### config.mk
export PLATFORM = sky130hd
export DESIGN_NAME = tap_reconf_ctrl
export DESIGN_NICKNAME = d
export VERILOG_FILES = /design/src/hw/tap_reconf_pkg.sv /design/src/hw/tap_reconf_ctrl.sv
export SDC_FILE = /design/constraint.sdc
export NUM_CORES = 1
export LEC_CHECK = 0
export BUFFER_PORTS_ARGS = -buffer_cell sky130_fd_sc_hd__buf_4
export CAP_MARGIN = 20
export CORE_MARGIN = 2
export CORE_UTILIZATION = 45
export CTS_CLUSTER_SIZE = 20
export DETAILED_ROUTE_END_ITERATION = 10
export PLACE_DENSITY_LB_ADDON = 0.12
export SLEW_MARGIN = 20
export SYNTH_ARGS = -nofsm -noshare
export SYNTH_HDL_FRONTEND = slang
export SYNTH_SLANG_ARGS = --single-unit
### constraint.sdc
create_clock -name core_clk -period 3.22 [get_ports core_clk]
set_input_delay 0.644 -clock core_clk [delete_from_list [all_inputs] [get_ports core_clk]]
set_output_delay 0.644 -clock core_clk [all_outputs]
set_load 0.01 [all_outputs]
### src/hw/tap_reconf_pkg.sv
package tap_reconf_pkg;

  localparam int unsigned IR_LEN         = 10;
  localparam int unsigned BSR_LEN        = 174;
  localparam int unsigned CODE_LEN       = 32;

  localparam logic [9:0] OP_EXTEST       = 10'h000;
  localparam logic [9:0] OP_SAMPLE       = 10'h055;
  localparam logic [9:0] OP_BYPASS       = 10'h3ff;
  localparam logic [9:0] OP_IDCODE       = 10'h059;
  localparam logic [9:0] OP_USERCODE     = 10'h079;
  localparam logic [9:0] OP_START_RECONF = 10'h061;
  localparam logic [9:0] OP_HOLD_RECONF  = 10'h065;

  // Capture value of the two low instruction bits, as the test standard fixes
  localparam logic [1:0] IR_CAPTURE      = 2'h1;

  typedef enum logic [3:0] {
    ST_RESET, ST_IDLE, ST_SEL_DR, ST_CAP_DR, ST_SHIFT_DR, ST_EXIT1_DR, ST_PAUSE_DR,
    ST_EXIT2_DR, ST_UPD_DR, ST_SEL_IR, ST_CAP_IR, ST_SHIFT_IR, ST_EXIT1_IR,
    ST_PAUSE_IR, ST_EXIT2_IR, ST_UPD_IR
  } tap_state_t;

  typedef enum logic [2:0] {
    SEL_BYPASS, SEL_BSR, SEL_IDCODE, SEL_USERCODE
  } dr_sel_t;

  typedef struct packed {
    logic tck;
    logic tms;
    logic tdi;
  } tap_pins_t;

endpackage : tap_reconf_pkg

### src/hw/tap_reconf_ctrl.sv
// Summary of operation
// - Instruction register is ten bits long
// - Boundary chain holds 174 cells
// - SAMPLE/PRELOAD captures pins, preloads outputs
// - EXTEST drives outputs, captures inputs
// - BYPASS gives one-bit register path
// - Identification register shifts out on data
// - 32-bit user code register shifts out
// - Start instruction pulls request low in idle
// - Request released when controller leaves idle
// - Hold instruction keeps request low continuously
// - Hold lasts until start instruction issued
// - Programming runs over four-wire test port
module tap_reconf_ctrl #(
  parameter int unsigned       BSR_LEN  = tap_reconf_pkg::BSR_LEN,
  parameter logic [31:0]       ID_VALUE = 32'h0000_0001,  // Arbitrary value
  parameter logic [31:0]       USER_VAL = 32'hffff_ffff
) (
  // Clock and reset
  input  wire logic                 core_clk,
  input  wire logic                 arst_n,
  // Test port pins, asynchronous to core_clk
  input  wire tap_reconf_pkg::tap_pins_t pins,
  output logic                      tdo,
  output logic                      tdo_oe_n,
  // Reconfiguration request, open drain
  output logic                      reconfig_request_n,
  output logic                      reconfig_request_oe_n,
  // Boundary cells facing the core
  input  wire logic [BSR_LEN-1:0]   pin_in,
  output logic [BSR_LEN-1:0]        pin_out,
  output logic                      extest_active
);

  localparam int unsigned IRL = tap_reconf_pkg::IR_LEN;
  localparam int unsigned CL  = tap_reconf_pkg::CODE_LEN;

  // Two-stage synchronisers; stage one only feeds stage two
  logic [2:0] sync1;
  logic [2:0] sync2;
  logic       tck_prev;

  always_ff @(posedge core_clk or negedge arst_n) begin
    if (!arst_n) begin
      sync1    <= 3'h0;
      sync2    <= 3'h0;
      tck_prev <= 1'b0;
    end else begin
      sync1    <= pins;
      sync2    <= sync1;
      tck_prev <= sync2[2];
    end
  end

  logic tck_s, tms_s, tdi_s, tck_rise, tck_fall;
  assign tck_s    = sync2[2];
  assign tms_s    = sync2[1];
  assign tdi_s    = sync2[0];
  assign tck_rise = tck_s & ~tck_prev;
  assign tck_fall = ~tck_s & tck_prev;

  function automatic tap_reconf_pkg::tap_state_t tap_next(input tap_reconf_pkg::tap_state_t s,
                                                          input logic m);
    case (s)
      tap_reconf_pkg::ST_RESET:    tap_next = m ? tap_reconf_pkg::ST_RESET   : tap_reconf_pkg::ST_IDLE;
      tap_reconf_pkg::ST_IDLE:     tap_next = m ? tap_reconf_pkg::ST_SEL_DR  : tap_reconf_pkg::ST_IDLE;
      tap_reconf_pkg::ST_SEL_DR:   tap_next = m ? tap_reconf_pkg::ST_SEL_IR  : tap_reconf_pkg::ST_CAP_DR;
      tap_reconf_pkg::ST_CAP_DR:   tap_next = m ? tap_reconf_pkg::ST_EXIT1_DR : tap_reconf_pkg::ST_SHIFT_DR;
      tap_reconf_pkg::ST_SHIFT_DR: tap_next = m ? tap_reconf_pkg::ST_EXIT1_DR : tap_reconf_pkg::ST_SHIFT_DR;
      tap_reconf_pkg::ST_EXIT1_DR: tap_next = m ? tap_reconf_pkg::ST_UPD_DR  : tap_reconf_pkg::ST_PAUSE_DR;
      tap_reconf_pkg::ST_PAUSE_DR: tap_next = m ? tap_reconf_pkg::ST_EXIT2_DR : tap_reconf_pkg::ST_PAUSE_DR;
      tap_reconf_pkg::ST_EXIT2_DR: tap_next = m ? tap_reconf_pkg::ST_UPD_DR  : tap_reconf_pkg::ST_SHIFT_DR;
      tap_reconf_pkg::ST_UPD_DR:   tap_next = m ? tap_reconf_pkg::ST_SEL_DR  : tap_reconf_pkg::ST_IDLE;
      tap_reconf_pkg::ST_SEL_IR:   tap_next = m ? tap_reconf_pkg::ST_RESET   : tap_reconf_pkg::ST_CAP_IR;
      tap_reconf_pkg::ST_CAP_IR:   tap_next = m ? tap_reconf_pkg::ST_EXIT1_IR : tap_reconf_pkg::ST_SHIFT_IR;
      tap_reconf_pkg::ST_SHIFT_IR: tap_next = m ? tap_reconf_pkg::ST_EXIT1_IR : tap_reconf_pkg::ST_SHIFT_IR;
      tap_reconf_pkg::ST_EXIT1_IR: tap_next = m ? tap_reconf_pkg::ST_UPD_IR  : tap_reconf_pkg::ST_PAUSE_IR;
      tap_reconf_pkg::ST_PAUSE_IR: tap_next = m ? tap_reconf_pkg::ST_EXIT2_IR : tap_reconf_pkg::ST_PAUSE_IR;
      tap_reconf_pkg::ST_EXIT2_IR: tap_next = m ? tap_reconf_pkg::ST_UPD_IR  : tap_reconf_pkg::ST_SHIFT_IR;
      tap_reconf_pkg::ST_UPD_IR:   tap_next = m ? tap_reconf_pkg::ST_SEL_DR  : tap_reconf_pkg::ST_IDLE;
      default:                     tap_next = tap_reconf_pkg::ST_RESET;
    endcase
  endfunction : tap_next

  function automatic tap_reconf_pkg::dr_sel_t decode(input logic [9:0] op);
    case (op)
      tap_reconf_pkg::OP_EXTEST,
      tap_reconf_pkg::OP_SAMPLE:   decode = tap_reconf_pkg::SEL_BSR;
      tap_reconf_pkg::OP_IDCODE:   decode = tap_reconf_pkg::SEL_IDCODE;
      tap_reconf_pkg::OP_USERCODE: decode = tap_reconf_pkg::SEL_USERCODE;
      default:                     decode = tap_reconf_pkg::SEL_BYPASS;
    endcase
  endfunction : decode

  tap_reconf_pkg::tap_state_t state, next_state;
  logic [IRL-1:0]     ir_shift, next_ir_shift, ir, next_ir;
  logic [BSR_LEN-1:0] bsr, next_bsr, bsr_upd, next_bsr_upd;
  logic [CL-1:0]      code_sr, next_code_sr;
  logic               byp, next_byp;
  logic               next_tdo, next_tdo_oe_n;
  logic               hold, next_hold;
  logic               next_req_low;
  tap_reconf_pkg::dr_sel_t sel;

  assign sel = decode(ir);

  always_comb begin
    next_state    = state;
    next_ir_shift = ir_shift;
    next_ir       = ir;
    next_bsr      = bsr;
    next_bsr_upd  = bsr_upd;
    next_code_sr  = code_sr;
    next_byp      = byp;
    next_tdo      = tdo;
    next_tdo_oe_n = tdo_oe_n;
    if (tck_rise) begin
      next_state = tap_next(state, tms_s);
      case (state)
        tap_reconf_pkg::ST_RESET: begin
          next_ir = tap_reconf_pkg::OP_IDCODE;
        end
        tap_reconf_pkg::ST_CAP_IR: begin
          next_ir_shift = {{(IRL-2){1'b0}}, tap_reconf_pkg::IR_CAPTURE};
        end
        tap_reconf_pkg::ST_SHIFT_IR: begin
          next_ir_shift = {tdi_s, ir_shift[IRL-1:1]};
        end
        tap_reconf_pkg::ST_UPD_IR: begin
          next_ir = ir_shift;
        end
        tap_reconf_pkg::ST_CAP_DR: begin
          next_bsr = pin_in;
          next_byp = 1'b0;
          next_code_sr = (sel == tap_reconf_pkg::SEL_IDCODE) ? ID_VALUE : USER_VAL;
        end
        tap_reconf_pkg::ST_SHIFT_DR: begin
          next_byp     = tdi_s;
          next_bsr     = {tdi_s, bsr[BSR_LEN-1:1]};
          next_code_sr = {tdi_s, code_sr[CL-1:1]};
        end
        tap_reconf_pkg::ST_UPD_DR: begin
          if (sel == tap_reconf_pkg::SEL_BSR) begin
            next_bsr_upd = bsr;
          end
        end
        default: begin
        end
      endcase
    end
    // Output changes on the falling test clock edge
    if (tck_fall) begin
      next_tdo_oe_n = 1'b1;
      next_tdo      = 1'b0;
      if (state == tap_reconf_pkg::ST_SHIFT_IR) begin
        next_tdo_oe_n = 1'b0;
        next_tdo      = ir_shift[0];
      end else if (state == tap_reconf_pkg::ST_SHIFT_DR) begin
        next_tdo_oe_n = 1'b0;
        case (sel)
          tap_reconf_pkg::SEL_BSR:      next_tdo = bsr[0];
          tap_reconf_pkg::SEL_IDCODE,
          tap_reconf_pkg::SEL_USERCODE: next_tdo = code_sr[0];
          default:                      next_tdo = byp;
        endcase
      end
    end
  end

  // Reconfiguration request logic
  always_comb begin
    next_hold    = hold;
    next_req_low = 1'b0;
    if (ir == tap_reconf_pkg::OP_HOLD_RECONF) begin
      next_hold = 1'b1;
    end
    if (ir == tap_reconf_pkg::OP_START_RECONF) begin
      next_hold = 1'b0;
    end
    if (ir == tap_reconf_pkg::OP_START_RECONF && state == tap_reconf_pkg::ST_IDLE) begin
      next_req_low = 1'b1;
    end
    if (next_hold) begin
      next_req_low = 1'b1;
    end
  end

  always_ff @(posedge core_clk or negedge arst_n) begin
    if (!arst_n) begin
      state                 <= tap_reconf_pkg::ST_RESET;
      ir_shift              <= '0;
      ir                    <= tap_reconf_pkg::OP_IDCODE;
      bsr                   <= '0;
      bsr_upd               <= '0;
      code_sr               <= '0;
      byp                   <= 1'b0;
      tdo                   <= 1'b0;
      tdo_oe_n              <= 1'b1;
      hold                  <= 1'b0;
      reconfig_request_n    <= 1'b1;
      reconfig_request_oe_n <= 1'b1;
      pin_out               <= '0;
      extest_active         <= 1'b0;
    end else begin
      state                 <= next_state;
      ir_shift              <= next_ir_shift;
      ir                    <= next_ir;
      bsr                   <= next_bsr;
      bsr_upd               <= next_bsr_upd;
      code_sr               <= next_code_sr;
      byp                   <= next_byp;
      tdo                   <= next_tdo;
      tdo_oe_n              <= next_tdo_oe_n;
      hold                  <= next_hold;
      // Open drain: only ever drive low
      reconfig_request_n    <= 1'b0;
      reconfig_request_oe_n <= ~next_req_low;
      pin_out               <= next_bsr_upd;
      extest_active         <= (next_ir == tap_reconf_pkg::OP_EXTEST);
    end
  end
endmodule : tap_reconf_ctrl

==> qor.csv, run 1 <==
stage;metric;value;unit
sta;RSZ-0062 raised after global routing;false;
global_route;global route overflow;0;
sta;fin. max-slew vios;0;
floorplanning;Die Footprint;40100;µm²
routing;TritonRoute pass-1 iters;5;
pwr;power density of the placed cells;771;nW/µm²
outcome;outcome;completed;
global_route;number of global-route vias before repair;12900;
synthesis;top cell type's share of synthesized area;59.3;%
pwr;Worst IR Drop VDD;0.463;mV
worst_setup_path;WP data arrival;3130;ps
global_route;global-route wire length before repair;70300;µm
worst_setup_path;WS Path Type;register to register;
routing;DR vias/cell;5.25;
synthesis;biggest area consumer among synthesized cells;dfrtp_1;
routing;Post-DRT Antenna Nets;0;
sta;Setup TNS Final;0;ps
clock_network;clock sink count;418;
pwr;switching power;5.57;mW
pwr;P_int;11.4;mW
floorplanning;Initial Util;45.8;%
routing;wire length per cell;17.3;µm
synthesis;ys async rst share;100;%
layout;fin area;22100;µm²
sta;Clock Skew;14.5;ps
clock_network;Clock Path Buffers;3;
clock_network;CTS tree;done;
clock_network;Clock Tree Root;clkbuf_16;
sta;Final setup viols;0;
pwr;Sw Ratio;32.7;%
synthesis;most instantiated library cell after synthesis;dfrtp_1;
global_route;initial antenna violation count;0;
layout;Fill cells;3334;
synthesis;number of synthesized flops with an enable pin;0;
clock_network;hold_buf cts;0;
layout;Area Growth Syn to Fin;27.3;%
worst_setup_path;CP Capture Type;register;
synthesis;YS warnings;0;
placement;Final Wtd Congestion;0.815;
placement;hpwl dp;27800;µm
placement;I/O Buffers;357;
worst_setup_path;startpoint class of the critical path;register;
floorplanning;Rows;71;
worst_setup_path;worst path required time;3660;ps
placement;DP Area;20500;µm²
pwr;Combinational Power Share;24.4;%
pwr;clock power share;32.0;%
clock_network;Reg clk slew, reported paths;60;ps
pwr;Pleak;10.8;nW
routing;vias;13100;
floorplanning;io pins;358;
synthesis;Post-Syn Nets;1822;
sta;Fin. Hold Viols;0;
synthesis;Distinct cells, synth;51;
clock_network;Clk Latency, worst-skew pair;560;ps
pwr;Reg power frac;43.6;%
sta;Slew HR;58.9;%
synthesis;ys flop type;dfrtp_1;
floorplanning;Vert. Die Dim;200;µm
clock_network;Post-CTS Setup Bufs;0;
flow_run;max_cap viols;0;
clock_network;PostCTS Resize Cnt;0;
layout;share of cells above drive strength 1;32.0;%
synthesis;Seq/Total Area, Yosys;60.3;%
routing;final WL;43100;µm
synthesis;Commonest cells post-synth;411 x dfrtp_1, 409 x nand2_1, 180 x nor2_1;
global_route;gr usage total;21.4;%
sta;Peak Freq;372;MHz
routing;drt first-iter violations;708;
layout;antenna fix cells;0;
sta;crit share post-route;83.6;%
synthesis;Mapped Avg Cell Area;10.6;µm²
routing;DRC viols;0;
clock_network;H-tree levels;2;
clock_network;CTS Buf Count;45;
floorplanning;die width;200;µm
floorplanning;Core Area;37800;µm²
synthesis;synthesized area;17300;µm²
sta;min Tclk post-route;2690;ps
global_route;largest net degree at the start of global routing;109;
synthesis;#FFs+latches synth;418;
worst_setup_path;crit-path max FO;88;
synthesis;top cells by area, synth;dfrtp_1 59%, mux2_2 10%, nand2_1 8.8%;
layout;nets;2133;
hold_path;hold crit path type;primary input to async pin;
synthesis;Post-Synthesis Cells;1643;
sta;Worst Tran Pin Value;617;ps
==> per-stage QoR <==
| step | setup slack (ps) | power [mW] | hold WS [ps] | util [%] | std cells |
|---|---|---|---|---|---|
| 2_1_floorplan | 969 | 10.3 | 331 | - | 1643 |
| 3_3_place_gp | 598 | 11.5 | 332 | 54.2 | 2418 |
| 3_5_place_dp | 569 | 11.7 | 339 | 54.2 | 2418 |
| 4_1_cts | 541 | 17.2 | 3.72 | 58.3 | 2501 |
| 5_1_grt | 419 | 18.1 | 23.3 | 58.4 | 2501 |
| 6_report | 530 | 17.0 | 1.74 | 58.4 | 2501 |
==> layer usage <==
layer | GRT usage (%) | vias to the layer above | routed length (µm)
li1 | - | 6225 | -
met1 | 28.9 | 6453 | 18700
met2 | 34.2 | 388 | 20500
met3 | 4.90 | 74 | 2710
met4 | 7.80 | 0 | 1260
met5 | 0 | - | 0
==> power by group through the flow <==
| stage | clock network, mW | registers, mW | logic, mW |
|---|---|---|---|
| finish | 5.45 | 7.42 | 4.15 |
| global route | 5.78 | 7.61 | 4.75 |
| CTS | 5.59 | 7.41 | 4.21 |
| detailed placement | 0 | 7.49 | 4.19 |
| global placement | 0 | 7.44 | 4.10 |
| floorplan | 0 | 7.19 | 3.06 |
==> final timing paths <==
path                            slack (ps)  depth (start not counted)          startpoint                           end
worst max-delay path                   530                          5     ir[7]$_DFF_PN0_      bsr_upd[124]$_DFFE_PN0P_
worst min-delay path                     2                          1              arst_n      bsr_upd[147]$_DFFE_PN0P_
worst max register to register         530                          5     ir[7]$_DFF_PN0_      bsr_upd[124]$_DFFE_PN0P_
worst min register to register         350                          0  sync1[2]$_DFF_PN0_            sync2[2]$_DFF_PN0_
max in group asynchronous             2360                          2              arst_n  reconfig_request_n$_DFF_PN1_
min in group core_clk                  180                          1             pins[0]            sync1[0]$_DFF_PN0_
==> logic make-up (layout without fill, tap and decap cells) <==
family / count (synthesis) / in the layout / share of synthesized area, %
buffers and inverters: 129 / 476 / 3.72
AOI/OAI and AO/OA: 233 / 233 / 8.59
muxes: 175 / 175 / 11.4
DFF: 418 / 418 / 60.3
xor gates and xnor gates: 1 / 1 / 0.0505
other: 1 / 1 / 0.0216
and+or+nand+nor: 686 / 686 / 15.9
==> cell usage in the layout (no fill, tap or decap), drive strengths merged, types with 2 or more instances in the layout <==
cell type,count
a21oi,9
a22o,6
a31o,2
a31oi,174
a32oi,2
buf,388
bufinv,4
clkbuf,71
clkinv,4
clkinvlp,3
dfrtp,411
dfstp,7
inv,6
mux2,175
nand2,409
nand2b,3
nand3,61
nand3b,6
nor2,180
nor2b,3
nor3,9
o21a,2
o21ai,20
o221ai,2
o22a,3
o31ai,3
o32a,2
or3,4
or4,2
==> flip-flops by register name, summed over array words and instances (netlist names) <==
signal / count
tdo: 1
ir_shift: 10
byp: 1
reconfig_request_n: 1
sync1: 3
tck_prev: 1
bsr_upd: 174
bsr: 174
extest_active: 1
reconfig_request_oe_n: 1
ir: 10
tdo_oe_n: 1
state: 4
sync2: 3
hold: 1
code_sr: 32
==> worst max-delay path, cell delays in order (launching register included) <==
cell	delay, ps
dfrtp_1	410
or4_1	560
o32a_1	370
nor3_4	280
buf_12	370
mux2_2	410
==> layout make-up <==
cell class              count  area (µm²)  share of cell area [%]
flip-flops and latches    418       10500                    47.4
multi-input cells        1096        6270                    28.4
repair buffers            388        3100                    14.0
clock buffers              71        1420                    6.41
well taps                 511         639                    2.90
clock inverters            12         171                   0.776
inverters                   5        18.8                  0.0850
(Power assumes the default switching activity.)
==> run 2, diff against run 1 <==
--- a/config.mk
+++ b/config.mk
@@ -5,6 +5,7 @@
 export SDC_FILE = /design/constraint.sdc
 export NUM_CORES = 1
 export LEC_CHECK = 0
+export ABC_AREA = 1
 export BUFFER_PORTS_ARGS = -buffer_cell sky130_fd_sc_hd__buf_4
 export CAP_MARGIN = 20
 export CORE_MARGIN = 2
==> constraint.sdc (replaced) <==
create_clock -name core_clk -period 2.4 [get_ports core_clk]
set_input_delay 0.48 -clock core_clk [delete_from_list [all_inputs] [get_ports core_clk]]
set_output_delay 0.48 -clock core_clk [all_outputs]
set_load 0.01 [all_outputs]
==> run 2 against run 1 <==
  * Hold slack improved by 32 ps
  * Synthesized area fell by 0.58%
  * Die area fell by 0.57%
  * Synthesized cell count up 13%
  * Setup slack worse by 260 ps
  * Power increased by 26%
  * Sequential power grew 29%
  * Maximum frequency up 26%
  * Routed wire length is 3.2% higher
  * Sequential share of layout area decreased by 0.17 points
  * Global-route usage is 0.93 points higher
==> qor.csv, run 2 <==
stage;metric;value;unit;change
layout;share of cells above drive strength 1;22.3;%;was 32.0%
routing;Post-DRT Antenna Nets;0;;unchanged
synthesis;biggest area consumer among synthesized cells;dfrtp_1;;unchanged
synthesis;YS warnings;0;;unchanged
placement;Final Wtd Congestion;0.863;;was 0.815
worst_setup_path;CP Capture Type;register;;unchanged
global_route;global-route wire length before repair;71000;µm;was 70,300 µm
sta;fin. max-slew vios;0;;unchanged
synthesis;ys async rst share;100;%;unchanged
routing;vias;13900;;was 13,100
floorplanning;Core Area;37700;µm²;was 37,800 µm²
synthesis;most instantiated library cell after synthesis;nand2_1;;was dfrtp_1
placement;dpl ws;250;ps;was 569 ps
worst_setup_path;WP data arrival;2570;ps;was 3130 ps
global_route;global route overflow;0;;unchanged
worst_setup_path;Worst setup endpoint;bsr_upd[52]$_DFFE_PN0P_;;was bsr_upd[124]$_DFFE_PN0P_
floorplanning;Initial Util;45.8;%;about the same
sta;Setup TNS Final;0;ps;unchanged
routing;DRC viols;0;;unchanged
layout;biggest regs;bsr x174, bsr_upd x174, code_sr x32;;unchanged
worst_setup_path;RR Startpoint;ir[6]$_DFF_PN1_;;was ir[7]$_DFF_PN0_
floorplanning;Die Footprint;39900;µm²;was 40,100 µm²
sta;Fin. Hold Viols;0;;unchanged
clock_network;hold_buf cts;3;;was 0
pwr;power density of the placed cells;969;nW/µm²;was 771 nW/µm²
clock_network;Post-CTS Setup Bufs;0;;unchanged
synthesis;ys flop type;dfrtp_1;;unchanged
layout;nets;2360;;was 2,133
global_route;initial antenna violation count;0;;unchanged
sta;final setup margin;268;ps;was 530 ps
sta;Final setup viols;0;;unchanged
placement;I/O Buffers;357;;unchanged
clock_network;Clock Tree Root;clkbuf_16;;unchanged
clock_network;Reg clk slew, reported paths;60;ps;about the same
synthesis;top cells by area, synth;dfrtp_1 60%, nand2_1 9.0%, o21ai_0 7.6%;;was dfrtp_1 59%, mux2_2 10%, nand2_1 8.8%
sta;Clock Skew;25.6;ps;was 14.5 ps
routing;final WL;44500;µm;was 43,100 µm
synthesis;Mapped Avg Cell Area;9.31;µm²;was 10.6 µm²
sta;Worst Tran Pin Value;615;ps;was 617 ps
synthesis;Seq/Total Area, Yosys;60.7;%;was 60.3%
routing;DR vias/cell;5.09;;was 5.25
worst_setup_path;FF-to-FF setup slack;270;ps;was 530 ps
worst_setup_path;reg2reg end;bsr_upd[52]$_DFFE_PN0P_;;was bsr_upd[124]$_DFFE_PN0P_
clock_network;clock sink count;418;;unchanged
clock_network;Clk Latency, worst-skew pair;570;ps;was 560 ps
pwr;Pleak;10.8;nW;about the same
floorplanning;die width;200;µm;about the same
flow_run;max_cap viols;0;;unchanged
layout;most common cell after layout, fill and taps aside;nand2_1;;was dfrtp_1
clock_network;CTS tree;done;;unchanged
synthesis;Post-Synthesis Cells;1852;;was 1,643
floorplanning;Rows;71;;unchanged
floorplanning;Vert. Die Dim;200;µm;about the same
global_route;number of global-route vias before repair;13400;;was 12,900
worst_setup_path;WS Path Type;register to register;;unchanged
worst_setup_path;worst path required time;2840;ps;was 3660 ps
global_route;largest net degree at the start of global routing;99;;was 109
routing;wire length per cell;16.3;µm;was 17.3 µm
placement;hpwl dp;30500;µm;was 27,800 µm
sta;RSZ-0062 raised after global routing;false;;unchanged
synthesis;number of synthesized flops with an enable pin;0;;unchanged
layout;Area Growth Syn to Fin;28.5;%;was 27.3%
clock_network;CTS Buf Count;45;;unchanged
hold_path;hold crit path type;primary input to register;;was primary input to async pin
global_route;gr usage total;22.4;%;was 21.4%
clock_network;PostCTS Resize Cnt;0;;unchanged
sta;crit share post-route;88.8;%;was 83.6%
synthesis;top cell type's share of synthesized area;59.6;%;was 59.3%
worst_setup_path;startpoint class of the critical path;register;;unchanged
sta;Slew HR;59.0;%;was 58.9%
worst_setup_path;worst setup path start;ir[6]$_DFF_PN1_;;was ir[7]$_DFF_PN0_
routing;drt first-iter violations;942;;was 708
synthesis;#FFs+latches synth;418;;unchanged
synthesis;Distinct cells, synth;29;;was 51
synthesis;Post-Syn Nets;2031;;was 1,822
pwr;Worst IR Drop VDD;0.563;mV;was 0.463 mV
floorplanning;io pins;358;;unchanged
worst_setup_path;crit-path max FO;27;;was 88
sta;min Tclk post-route;2130;ps;was 2690 ps
routing;TritonRoute pass-1 iters;5;;unchanged
synthesis;synthesized area;17200;µm²;was 17,300 µm²
clock_network;Clock Path Buffers;3;;unchanged
worst_setup_path;Reg2Reg Depth;8;;was 5
placement;DP Area;20600;µm²;was 20,500 µm²
layout;commonest cells after routing, fill and taps aside;413 x nand2_1, 411 x dfrtp_1, 378 x buf_4, 262 x o21ai_0, 201 x inv_1;;was 411 x dfrtp_1, 408 x nand2_1, 373 x buf_4, 180 x nor2_1, 174 x a31oi_1
sta;Peak Freq;469;MHz;was 372 MHz
layout;fin area;22200;µm²;was 22,100 µm²
outcome;outcome;completed;;unchanged
synthesis;Commonest cells post-synth;413 x nand2_1, 411 x dfrtp_1, 262 x o21ai_0;;was 411 x dfrtp_1, 409 x nand2_1, 180 x nor2_1
clock_network;H-tree levels;2;;unchanged
[run 2: cell count changes after synthesis, moves of 24 or more]
cell and change:
o21ai_1 +66, o21ai_0 +243, a31oi_1 -172, o211ai_1 +136, inv_1 +196, buf_2 +24
nor2_1 -141, clkbuf_1 -27, a21oi_1 +38, o22ai_1 +36, mux2_2 -158
[run 2: layout make-up]
cell class              count  area, µm²
fillers                  3377      15500
inverters                 206        773
well taps                 511        639
diodes                      2       5.00
clock inverters             8       71.3
multi-input cells        1102       5390
clock buffers              74       1410
flip-flops and latches    418      10500
repair buffers            408       3400
[run 2: stage by stage]
step	instances	power [mW]	util [%]	hold WS [ps]
final	2729	21.5	58.8	34.0
after global routing	2727	23.0	58.8	8.76
after CTS	2727	21.7	58.8	5.28
after detailed placement	2642	14.7	54.8	335
after global placement	2642	14.5	54.8	333
after floorplan	1852	13.2	-	184
[run 2: layer usage]
metal,vias up,track usage [%],part of all wire (%)
met1,6636,30.8,44
li1,6805,-,-
met4,0,7.52,2.9
met2,380,35.3,47
met5,-,0,0
met3,76,4.92,6.5
[run 2: cell families (layout without fill, tap and decap cells)]
logic type,after synthesis,after routing,synth area share [%]
AO/OA/AOI/OAI,554,554,18.4
AND/OR/NAND/NOR,547,547,12.8
flip-flops,418,418,60.7
buffers and inverters,332,696,8.10
other,1,3,0.0217
[run 2: critical path, stage by stage (launching register included)]
cell and delay (ps):
dfstp_2 540, nand2_1 70, nor2_1 200, nand3_1 100, nand2_1 140, nand3_4 380, buf_4 380, nand2_1 90
o21ai_0 100
[run 2: worst min-delay path by stage]
| stage | endpoint | slack [ps] | from | cells past startpoint |
|---|---|---|---|---|
| final | sync1[0]$_DFF_PN0_ | 30 | pins[0] | 1 |
| after global routing | sync1[0]$_DFF_PN0_ | 9 | pins[0] | 1 |
| after CTS | sync1[0]$_DFF_PN0_ | 5 | pins[0] | 1 |
| after detailed placement | sync2[0]$_DFF_PN0_ | 330 | sync1[0]$_DFF_PN0_ | 0 |
| after global placement | sync2[0]$_DFF_PN0_ | 330 | sync1[0]$_DFF_PN0_ | 0 |
| after floorplan | bsr[0]$_DFFE_PN0P_ | 180 | arst_n | 0 |
[run 2: report_power, final]
part	internal (mW)	total, mW	leakage, nW	switching, mW
combinational	1.78	5.03	4.64	3.25
sequential	8.90	9.58	5.40	0.681
clock	4.10	6.87	0.728	2.77
total	14.8	21.5	10.8	6.70
